File: src/pic_host_defs.svh
// Constants for the cascaded interrupt controller host
`ifndef PIC_HOST_DEFS_SVH
`define PIC_HOST_DEFS_SVH
`define CLK_PERIOD_NS 10
`define T_STROBE_NS 300
`define T_A0_HOLD_NS 220
`define T_FLOAT_NS 120
`define T_CAS_STABLE_NS 500
`define CYC_MIN(ns) (((ns) + `CLK_PERIOD_NS - 1) / `CLK_PERIOD_NS)
`define SYNC_CYC 2
`define STROBE_CYC (`CYC_MIN(`T_STROBE_NS) + `SYNC_CYC)
`define HOLD_CYC `CYC_MIN(`T_A0_HOLD_NS)
`define ACK_GAP_CYC `CYC_MIN(`T_CAS_STABLE_NS)
`define FLOAT_CYC `CYC_MIN(`T_FLOAT_NS)
`define PORT_EVEN 1'h0
`define PORT_ODD 1'h1
`define INIT_CONTROL_FIRST_MARK 2'h2
`define END_SERVICE_COMMAND_EOI 8'h20
`define END_SERVICE_COMMAND_ROT_EOI 8'hA0
`define END_SERVICE_COMMAND_TARGETED_END_OF_SERVICE 5'h0C
`define END_SERVICE_COMMAND_ROT_TARGETED_END_OF_SERVICE 5'h1C
`define SLAVE_ID_PAD 5'h00
`define MASTER_SEL 4'h0
`define MAX_SEL 4'h8
`define ROLE_PINS 9'h001
`endif

File: src/pic_host_pkg.sv
// Types for the cascaded interrupt controller host
package pic_host_pkg;
  typedef enum logic [3:0] {OP_INIT, OP_MASK_WR, OP_MASK_RD, OP_EOI, OP_EOI_CASC,
    OP_ROT_EOI, OP_TARGETED_END_OF_SERVICE, OP_ROT_TARGETED_END_OF_SERVICE, OP_ACK} op_e;
  typedef enum logic [1:0] {K_WR, K_RD, K_ACK} kind_e;
  typedef enum logic [2:0] {PH_IDLE, PH_SETUP, PH_PULSE, PH_HOLD, PH_GAP} phase_e;
  typedef struct packed {
    op_e op;
    logic [3:0] sel;
    logic [2:0] level;
    logic [7:0] data;
    logic [15:0] vector;
    logic interval4;
    logic single;
    logic [7:0] cascade_cfg;
  } cmd_s;
  typedef struct packed {
    kind_e kind;
    logic a0;
    logic [3:0] sel;
    logic [7:0] data;
  } step_s;
  typedef struct packed {
    phase_e phase;
    cmd_s cmd;
    logic [1:0] idx;
    logic [5:0] cnt;
    logic [8:0] cs_n;
    logic rd_n;
    logic wr_n;
    logic ack_n;
    logic a0;
    logic [7:0] dout;
    logic doe;
    logic [7:0] din_s1;
    logic [7:0] din_s2;
    logic [2:0] cas_s1;
    logic [2:0] cas_s2;
    logic int_s1;
    logic int_s2;
    logic [23:0] rsp;
    logic [2:0] cas_code;
    logic rsp_valid;
    logic rsp_err;
    logic ready;
    logic [8:0] role;
  } state_s;
endpackage : pic_host_pkg
File: src/pic_cascade_host.sv
// Host controller driving a master and up to eight slave interrupt controllers
//
// Summary of operation
// - One master plus at most eight slaves
// - Cascaded end of service sent to master, slave
// - Role pin high master, low slave
// - Every controller gets its own init sequence
// - Separate chip select per controller
// - First init word layout, port bit low
// - Second init word gives vector high byte
// - Master third word flags slave inputs
// - Slave third word: zero top, identity low
// - Codes 20h end, A0h end with rotate
// - Single mode skips third init word
`timescale 1ns/1ps
`include "pic_host_defs.svh"

module pic_cascade_host
  import pic_host_pkg::*;
(
  input wire logic CLK,
  input wire logic ARST_N,
  input wire logic CE,
  input wire logic CMD_VALID,
  input wire cmd_s CMD,
  output logic CMD_READY,
  output logic RSP_VALID,
  output logic RSP_ERR,
  output logic [23:0] RSP_DATA,
  output logic [2:0] CAS_CODE,
  output logic INT_PEND,
  output logic [8:0] CS_N,
  output logic RD_N,
  output logic WR_N,
  output logic ACK_N,
  output logic A0,
  output logic [7:0] D_O,
  output logic D_OE,
  input wire logic [7:0] D_I,
  input wire logic [2:0] CAS_I,
  input wire logic INT_I,
  output logic [8:0] ROLE_SEL
);

  state_s state_reg;
  state_s state_next;
  step_s nxt_step;
  step_s cur_step;

  function automatic logic [1:0] last_idx(input cmd_s c);
    case (c.op)
      OP_INIT: last_idx = c.single ? 2'h1 : 2'h2;
      OP_EOI_CASC: last_idx = 2'h1;
      OP_ACK: last_idx = 2'h2;
      default: last_idx = 2'h0;
    endcase
  endfunction : last_idx

  function automatic step_s step_of(input cmd_s c, input logic [1:0] i);
    step_s s;
    s.kind = K_WR;
    s.a0 = `PORT_EVEN;
    s.sel = c.sel;
    s.data = 8'h00;
    case (c.op)
      OP_INIT: begin
        if (i == 2'h0) begin
          s.data = {c.vector[7:5], `INIT_CONTROL_FIRST_MARK, c.interval4, c.single, 1'h0};
        end else if (i == 2'h1) begin
          s.a0 = `PORT_ODD;
          s.data = c.vector[15:8];
        end else begin
          s.a0 = `PORT_ODD;
          if (c.sel == `MASTER_SEL) begin
            s.data = c.cascade_cfg;
          end else begin
            s.data = {`SLAVE_ID_PAD, c.cascade_cfg[2:0]};
          end
        end
      end
      OP_MASK_WR: begin
        s.a0 = `PORT_ODD;
        s.data = c.data;
      end
      OP_MASK_RD: begin
        s.kind = K_RD;
        s.a0 = `PORT_ODD;
      end
      OP_EOI: s.data = `END_SERVICE_COMMAND_EOI;
      OP_EOI_CASC: begin
        s.sel = (i == 2'h0) ? `MASTER_SEL : c.sel;
        s.data = `END_SERVICE_COMMAND_EOI;
      end
      OP_ROT_EOI: s.data = `END_SERVICE_COMMAND_ROT_EOI;
      OP_TARGETED_END_OF_SERVICE: s.data = {`END_SERVICE_COMMAND_TARGETED_END_OF_SERVICE, c.level};
      OP_ROT_TARGETED_END_OF_SERVICE: s.data = {`END_SERVICE_COMMAND_ROT_TARGETED_END_OF_SERVICE, c.level};
      OP_ACK: s.kind = K_ACK;
      default: s.data = 8'h00;
    endcase
    return s;
  endfunction : step_of

  always_comb begin
    cur_step = step_of(state_reg.cmd, state_reg.idx);
    if (state_reg.phase == PH_IDLE) begin
      nxt_step = step_of(CMD, 2'h0);
    end else begin
      nxt_step = step_of(state_reg.cmd, state_reg.idx + 2'h1);
    end
  end

  always_comb begin
    state_next = state_reg;
    state_next.rsp_valid = 1'h0;
    state_next.rsp_err = 1'h0;
    state_next.din_s1 = D_I;
    state_next.din_s2 = state_reg.din_s1;
    state_next.cas_s1 = CAS_I;
    state_next.cas_s2 = state_reg.cas_s1;
    state_next.int_s1 = INT_I;
    state_next.int_s2 = state_reg.int_s1;
    state_next.role = `ROLE_PINS;
    case (state_reg.phase)
      PH_IDLE: begin
        if (CMD_VALID && state_reg.ready) begin
          state_next.cmd = CMD;
          state_next.idx = 2'h0;
          if (CMD.sel > `MAX_SEL && CMD.op != OP_ACK) begin
            state_next.rsp_valid = 1'h1;
            state_next.rsp_err = 1'h1;
          end else begin
            state_next.ready = 1'h0;
            state_next.phase = PH_SETUP;
            state_next.cs_n = '1;
            if (nxt_step.kind != K_ACK) begin
              state_next.cs_n[nxt_step.sel] = 1'h0;
            end
            state_next.a0 = nxt_step.a0;
            state_next.dout = nxt_step.data;
            state_next.doe = (nxt_step.kind == K_WR);
          end
        end
      end
      PH_SETUP: begin
        state_next.phase = PH_PULSE;
        state_next.cnt = 6'(`STROBE_CYC - 1);
        case (cur_step.kind)
          K_WR: state_next.wr_n = 1'h0;
          K_RD: state_next.rd_n = 1'h0;
          default: state_next.ack_n = 1'h0;
        endcase
      end
      PH_PULSE: begin
        if (state_reg.cnt != 6'h00) begin
          state_next.cnt = state_reg.cnt - 6'h01;
        end else begin
          state_next.wr_n = 1'h1;
          state_next.rd_n = 1'h1;
          state_next.ack_n = 1'h1;
          state_next.phase = PH_HOLD;
          if (!state_reg.rd_n || !state_reg.ack_n) begin
            state_next.rsp[state_reg.idx * 8 +: 8] = state_reg.din_s2;
          end
          if (!state_reg.ack_n && state_reg.idx == 2'h1) begin
            state_next.cas_code = state_reg.cas_s2;
          end
          if (!state_reg.ack_n) begin
            state_next.cnt = 6'(`ACK_GAP_CYC - 1);
          end else begin
            state_next.cnt = 6'(`HOLD_CYC - 1);
          end
        end
      end
      PH_HOLD: begin
        if (state_reg.cnt != 6'h00) begin
          state_next.cnt = state_reg.cnt - 6'h01;
        end else begin
          state_next.cs_n = '1;
          state_next.doe = 1'h0;
          state_next.phase = PH_GAP;
          state_next.cnt = 6'(`FLOAT_CYC - 1);
        end
      end
      PH_GAP: begin
        if (state_reg.cnt != 6'h00) begin
          state_next.cnt = state_reg.cnt - 6'h01;
        end else if (state_reg.idx != last_idx(state_reg.cmd)) begin
          state_next.idx = state_reg.idx + 2'h1;
          state_next.phase = PH_SETUP;
          if (nxt_step.kind != K_ACK) begin
            state_next.cs_n[nxt_step.sel] = 1'h0;
          end
          state_next.a0 = nxt_step.a0;
          state_next.dout = nxt_step.data;
          state_next.doe = (nxt_step.kind == K_WR);
        end else begin
          state_next.rsp_valid = 1'h1;
          state_next.ready = 1'h1;
          state_next.phase = PH_IDLE;
        end
      end
      default: begin
        state_next.phase = PH_IDLE;
        state_next.ready = 1'h1;
      end
    endcase
  end

  always_ff @(posedge CLK or negedge ARST_N) begin
    if (!ARST_N) begin
      state_reg <= '0;
      state_reg.phase <= PH_IDLE;
      state_reg.cs_n <= '1;
      state_reg.rd_n <= 1'h1;
      state_reg.wr_n <= 1'h1;
      state_reg.ack_n <= 1'h1;
      state_reg.ready <= 1'h1;
      state_reg.role <= `ROLE_PINS;
    end else if (CE) begin
      state_reg <= state_next;
    end
  end

  assign CMD_READY = state_reg.ready;
  assign RSP_VALID = state_reg.rsp_valid;
  assign RSP_ERR = state_reg.rsp_err;
  assign RSP_DATA = state_reg.rsp;
  assign CAS_CODE = state_reg.cas_code;
  assign INT_PEND = state_reg.int_s2;
  assign CS_N = state_reg.cs_n;
  assign RD_N = state_reg.rd_n;
  assign WR_N = state_reg.wr_n;
  assign ACK_N = state_reg.ack_n;
  assign A0 = state_reg.a0;
  assign D_O = state_reg.dout;
  assign D_OE = state_reg.doe;
  assign ROLE_SEL = state_reg.role;
endmodule : pic_cascade_host

File: config.mk
export PLATFORM = sky130hd
export DESIGN_NAME = pic_cascade_host
export DESIGN_NICKNAME = d
export VERILOG_FILES = /design/src/pic_host_pkg.sv /design/src/pic_cascade_host.sv
export VERILOG_INCLUDE_DIRS = /design/src
export SDC_FILE = /design/constraint.sdc
export NUM_CORES = 1
export LEC_CHECK = 0
export BUFFER_PORTS_ARGS = -buffer_cell sky130_fd_sc_hd__buf_2
export CAP_MARGIN = 20
export CORE_ASPECT_RATIO = 0.8
export CORE_UTILIZATION = 40
export CTS_CLUSTER_DIAMETER = 100
export DETAILED_ROUTE_END_ITERATION = 12
export PLACE_DENSITY = 0.58
export SYNTH_ARGS = -nofsm -noshare
export SYNTH_HDL_FRONTEND = slang
export SYNTH_SLANG_ARGS = --single-unit
File: constraint.sdc
create_clock -name CLK -period 3.5 [get_ports CLK]
set_clock_uncertainty 0.05 [all_clocks]
set_input_delay 0.35 -clock CLK [delete_from_list [all_inputs] [get_ports CLK]]
set_output_delay 0.35 -clock CLK [all_outputs]
set_load 0.005 [all_outputs]
# --- Word-level counts from Yosys, hierarchy flattened ---
# Index checks and enable logic that the tools add are counted.
op_classes:
  shifts: 2
  bitwise_logic: 4
  mux: 66
  magnitude_cmp: 3
  addsub: 3
  eq_ne: 38
  reduce_logical: 38
op_table:
  columns: ["cell", "n"]
  rows:
  - ["$pmux 8 s6", 2]
  - ["$mux 9", 7]
  - ["$mux 50", 1]
  - ["$mux 10", 4]
  - ["$neg 5->34", 1]
  - ["$shift 8x34->24 const A", 1]
  - ["$shiftx 8x34->24", 1]
  - ["$eq 4x3->1 const B", 8]
  - ["$pmux 9 s3", 1]
  - ["$bwmux 24", 1]
  - ["$mux 6", 4]
  - ["$mux 8", 3]
  - ["$pmux 6 s4", 1]
  - ["$ne 2x2->1 const B", 10]
  - ["$reduce_and 4->1", 5]
  - ["$mux 3", 6]
  - ["$pmux 9 s2", 1]
  - ["$reduce_and 6->1", 3]
  - ["$eq 4x2->1 const B", 4]
  - ["$mux 15", 1]
  - ["$pmux 3 s5", 1]
  - ["$mux 1", 14]
  - ["$logic_not 4->1", 3]
  - ["$mux 2", 6]
  - ["other kinds (39)", 65]
word_totals:
  word_cells: 183
  output_inout_bits: 62
  reg_bits: 132
  inputBits: 61

# --- Depth between registers and ports, before layout ---
logic_depth:
  word_depth: 16
  mapped_depth: 9

# --- Worst setup path after synthesis ---
# No wires, ideal clock.
synth_path:
  path_kind: "reg2reg"
  from: "register state_reg[85] (netlist name)"
  to: "register state_reg (netlist bit RSP_DATA[14])"
  path_buffers: 1
  setup_slack_ns: 0.975
  setup_time_ns: 0.136
  path_stages_with_launch: 9
  t_arrival_ns: 2.339
  cell_sequence: "dfrtp_1 inv_1 ha_1 or3b_2 nor4_1 nand4_1 clkbuf_1 nand2_1 o21ai_0"
synth_via:
  elab_chain_len: 3
synth_lines:
  columns: ["item", "line", "text"]
  rows:
  - ["start, declared", "pic_cascade_host.sv:45", "state_s state_reg;"]
  - ["start signal, assigned", "pic_cascade_host.sv:220", "state_reg <= state_next;"]
  - ["$reduce_bool 6->1", "pic_cascade_host.sv:154", "if (state_reg.cnt != 6'h00) begin"]
  - ["$not 1->1 (no line)", null, null]
  - ["$reduce_and 4->1 (no line)", null, null]
# No other way between the ends.
# A chain may end at the register's enable or synchronous reset.

# --- Final worst setup path ---
layout_path:
  from: "register state_reg[85] (netlist name)"
  to: "register state_reg (netlist bit D_O[3])"
layout_via:
  elab_chain_len: 3
layout_lines:
  columns: ["item", "line", "text"]
  rows:
  - ["$reduce_bool 6->1", "pic_cascade_host.sv:185", "if (state_reg.cnt != 6'h00) begin"]
  - ["$ne 2x2->1 (no line)", null, null]
  - ["$reduce_and 6->1 (no line)", null, null]
# No other way between the ends.

==> out/metrics.yaml <==
floorplanning:
  die_w_um: 147.1
  rows: 42
  die_h_um: 118.1
  dieArea_um2: 17370
  io_pins: 123
  start_util: 0.4082
  core_um2: 16500
placement:
  gp_congestion: 0.8459
  place.detailed.hpwl_um: 11520
  dp_slack_ps: 528.0
  io_buffers: 108
yosys:
  synthTopCellsByArea: "dfrtp_1 42%, mux2_2 12%, buf_4 5.9%"
  ys_seq_area_frac: 0.4742
  synthCells: 645
  netlist_area_um2: 6736
  synth_edf_count: 0
  ys.flop_type: "dfrtp_1"
  ys_seq_elements: 127
  yosysTopAreaCell: "dfrtp_1"
  synthArstFlopShare: 1.000
  synth_top_area_frac: 0.4235
  syn_area_per_cell_um2: 10.44
  ys_types: 63
  yosysWarnings: 0
pwr:
  p_sw_mw: 1.625
  seqPwrFrac: 0.365
  powerDensity_nw_per_um2: 680.6
  power_mw: 5.328
  power.share.clock: 0.374
  p_leak_nw: 3.632
  pwr-share-comb: 0.260
  swShare: 0.3050
  irDropWorstVdd_mv: 0.3511
  p_int_mw: 3.703
timing:
  maxSlewViolCount: 0
  hold_violations: 1
  fin_crit_sh: 0.7991
  maxSlewHeadroom: 0.3612
  fin_hold_ws_ps: -2.366
  worst_slew_pin_slew_ps: 956.2
  finalSetupViolCount: 0
  rsz0062_at_grt: "false"
  layout_setup_ws_ps: 703.2
  tns_ps: 0
  max_freq_mhz: 357.6
  period_needed_ps: 2797
drt:
  met1_length_um: 7903
  totalWireLength_um: 15930
  viasPerCell: 5.391
  wl_met2_um: 6976
  routed-wl-met3_um: 932
  firstDrtPassIters: 9
  drcViolationCount: 0
  highest_layer: "met4"
  drt_iter0_drc: 432
  wl_per_cell_um: 17.02
  drtAntennaViolNets: 0
  dr_total_vias: 5046
clock_tree:
  cts_max_path_buffers: 2
  cts_sinks: 127
  clkTransAtPathRegs_ps: 60
  hold_buffers: 0
  postCtsSetupRepairBufs: 0
  cts-resized-gates: 0
  clock_latency_ps: 420
  cts_htree_levels: 4
  cts_buffers: 17
  clockRootBuffer: "clkbuf_16"
  cts_tree: "yes"
finish:
  final_layout_size_suffix_gt1_frac: 0.3589
  largest_reg_flops: 62
  area_growth_pct: 16.21
  layout.nets: 771
  diodes: 0
  post-route-util: 0.4744
worst_setup_path:
  setup.worst_path.class: "reg -> reg"
  worstPathRequired_ps: 3740
  end_kind: "register"
  arrival_ps: 3040
  start_kind: "register"
  crit_fanout: 9
global_routing:
  grt_max_degree: 71
  grt_pass1_vias: 4902
  grtUsageTotal: 0.1936
  antenna_found_initial: 0
  grt_remaining_overflow: 0
  grt_pass1_wl_um: 26250
run_status:
  status: "complete, but fails checks"
  violations: "negative hold slack"
min_path:
  hold_path.class: "in -> async"
flow_run:
  drv_cap: 0
## Yosys cell counts (8+ instances only)
master	n
dfrtp_1	114
nand2_1	73
mux2_2	71
buf_4	53
o21ai_0	41
clkbuf_1	32
a21oi_1	30
nor2_1	21
a31oi_1	16
dfstp_2	13
nand3_1	11
inv_1	10
mux2_4	9
nor3_1	8
or3_1	8
## area by class of cell
type | instances | area (um^2)
clock buffer | 22 | 464.2
sequential | 127 | 3194
fill | 1562 | 8672
timing repair buffer | 122 | 660.6
multi-input combinational | 426 | 2990
tap | 220 | 275.3
inverter | 10 | 37.54
clock inverter | 9 | 206.4
## worst max-delay path, stage by stage, from the launching register on
cell,delay [ps]
dfrtp_1,420
inv_1,70
ha_1,240
nand2_1,70
o311a_1,410
or3_1,470
a211o_1,560
mux2_4,380
## layout by cell type (no fill, tap or decap), types with 8 or more instances in the layout
cell type  instances
dfrtp_1          114
buf_2            107
nand2_1           73
mux2_2            71
o21ai_0           41
a21oi_1           30
nor2_1            20
clkbuf_16         17
a31oi_1           16
buf_4             14
dfstp_2           13
nand3_1           11
inv_1             10
mux2_4             9
conb_1             9
nor3_1             8
or3_1              8
## stage by stage
| stage | instance area, um^2 | hold slack [ps] | cells |
|---|---|---|---|
| after floorplan | 6763 | 4.409 | 652 |
| after global placement | 7158 | 410.4 | 905 |
| after detailed placement | 7158 | 419.2 | 905 |
| after CTS | 7829 | 58.43 | 936 |
| after global routing | 7829 | 77.99 | 936 |
| final | 7829 | -2.366 | 936 |
## layer usage
metal / vias to the layer above / track usage
met3: 10 / 0.05271
met5: - / 0
li1: 2402 / -
met4: 0 / 0.04253
met2: 148 / 0.2789
met1: 2486 / 0.2875
## worst paths after layout
| kind | end | slack, ps | cells after the start | start |
|---|---|---|---|---|
| min reg2reg | WR_N$_DFFE_PN1P_ | 420 | 2 | WR_N$_DFFE_PN1P_ |
| max | D_O[3]$_DFFE_PN0P_ | 700 | 7 | state_reg[85]$_DFFE_PN0P_ |
| max reg2reg | D_O[3]$_DFFE_PN0P_ | 700 | 7 | state_reg[85]$_DFFE_PN0P_ |
| min | state_reg[125]$_DFFE_PN0P_ | -2 | 1 | ARST_N |
| max in group asynchronous | state_reg[53]$_DFFE_PN0P_ | 2460 | 2 | ARST_N |
| min in group CLK | state_next[49]$_DFFE_PN0P_ | 120 | 2 | D_I[2] |
## power groups by stage
stage          clock (mW)  sequential, mW  combinational, mW
6_report             2.00            1.95               1.39
5_1_grt              2.11            1.99               1.55
4_1_cts              2.04            1.94               1.39
3_5_place_dp            0            1.97               1.38
3_3_place_gp            0            1.96               1.36
2_1_floorplan           0            1.87               1.08
## cells by family after synthesis
| family | after synthesis | share of synthesized area |
|---|---|---|
| buffers and inverters | 99 | 0.08693 |
| other | 2 | 0.001115 |
| AOI/OAI and AO/OA | 147 | 0.1434 |
| adders and majority gates | 6 | 0.01114 |
| and+or+nand+nor | 177 | 0.1348 |
| muxes | 83 | 0.1432 |
| DFF | 127 | 0.4742 |
| xor gates and xnor gates | 4 | 0.005200 |
(Power assumes the default switching activity.)
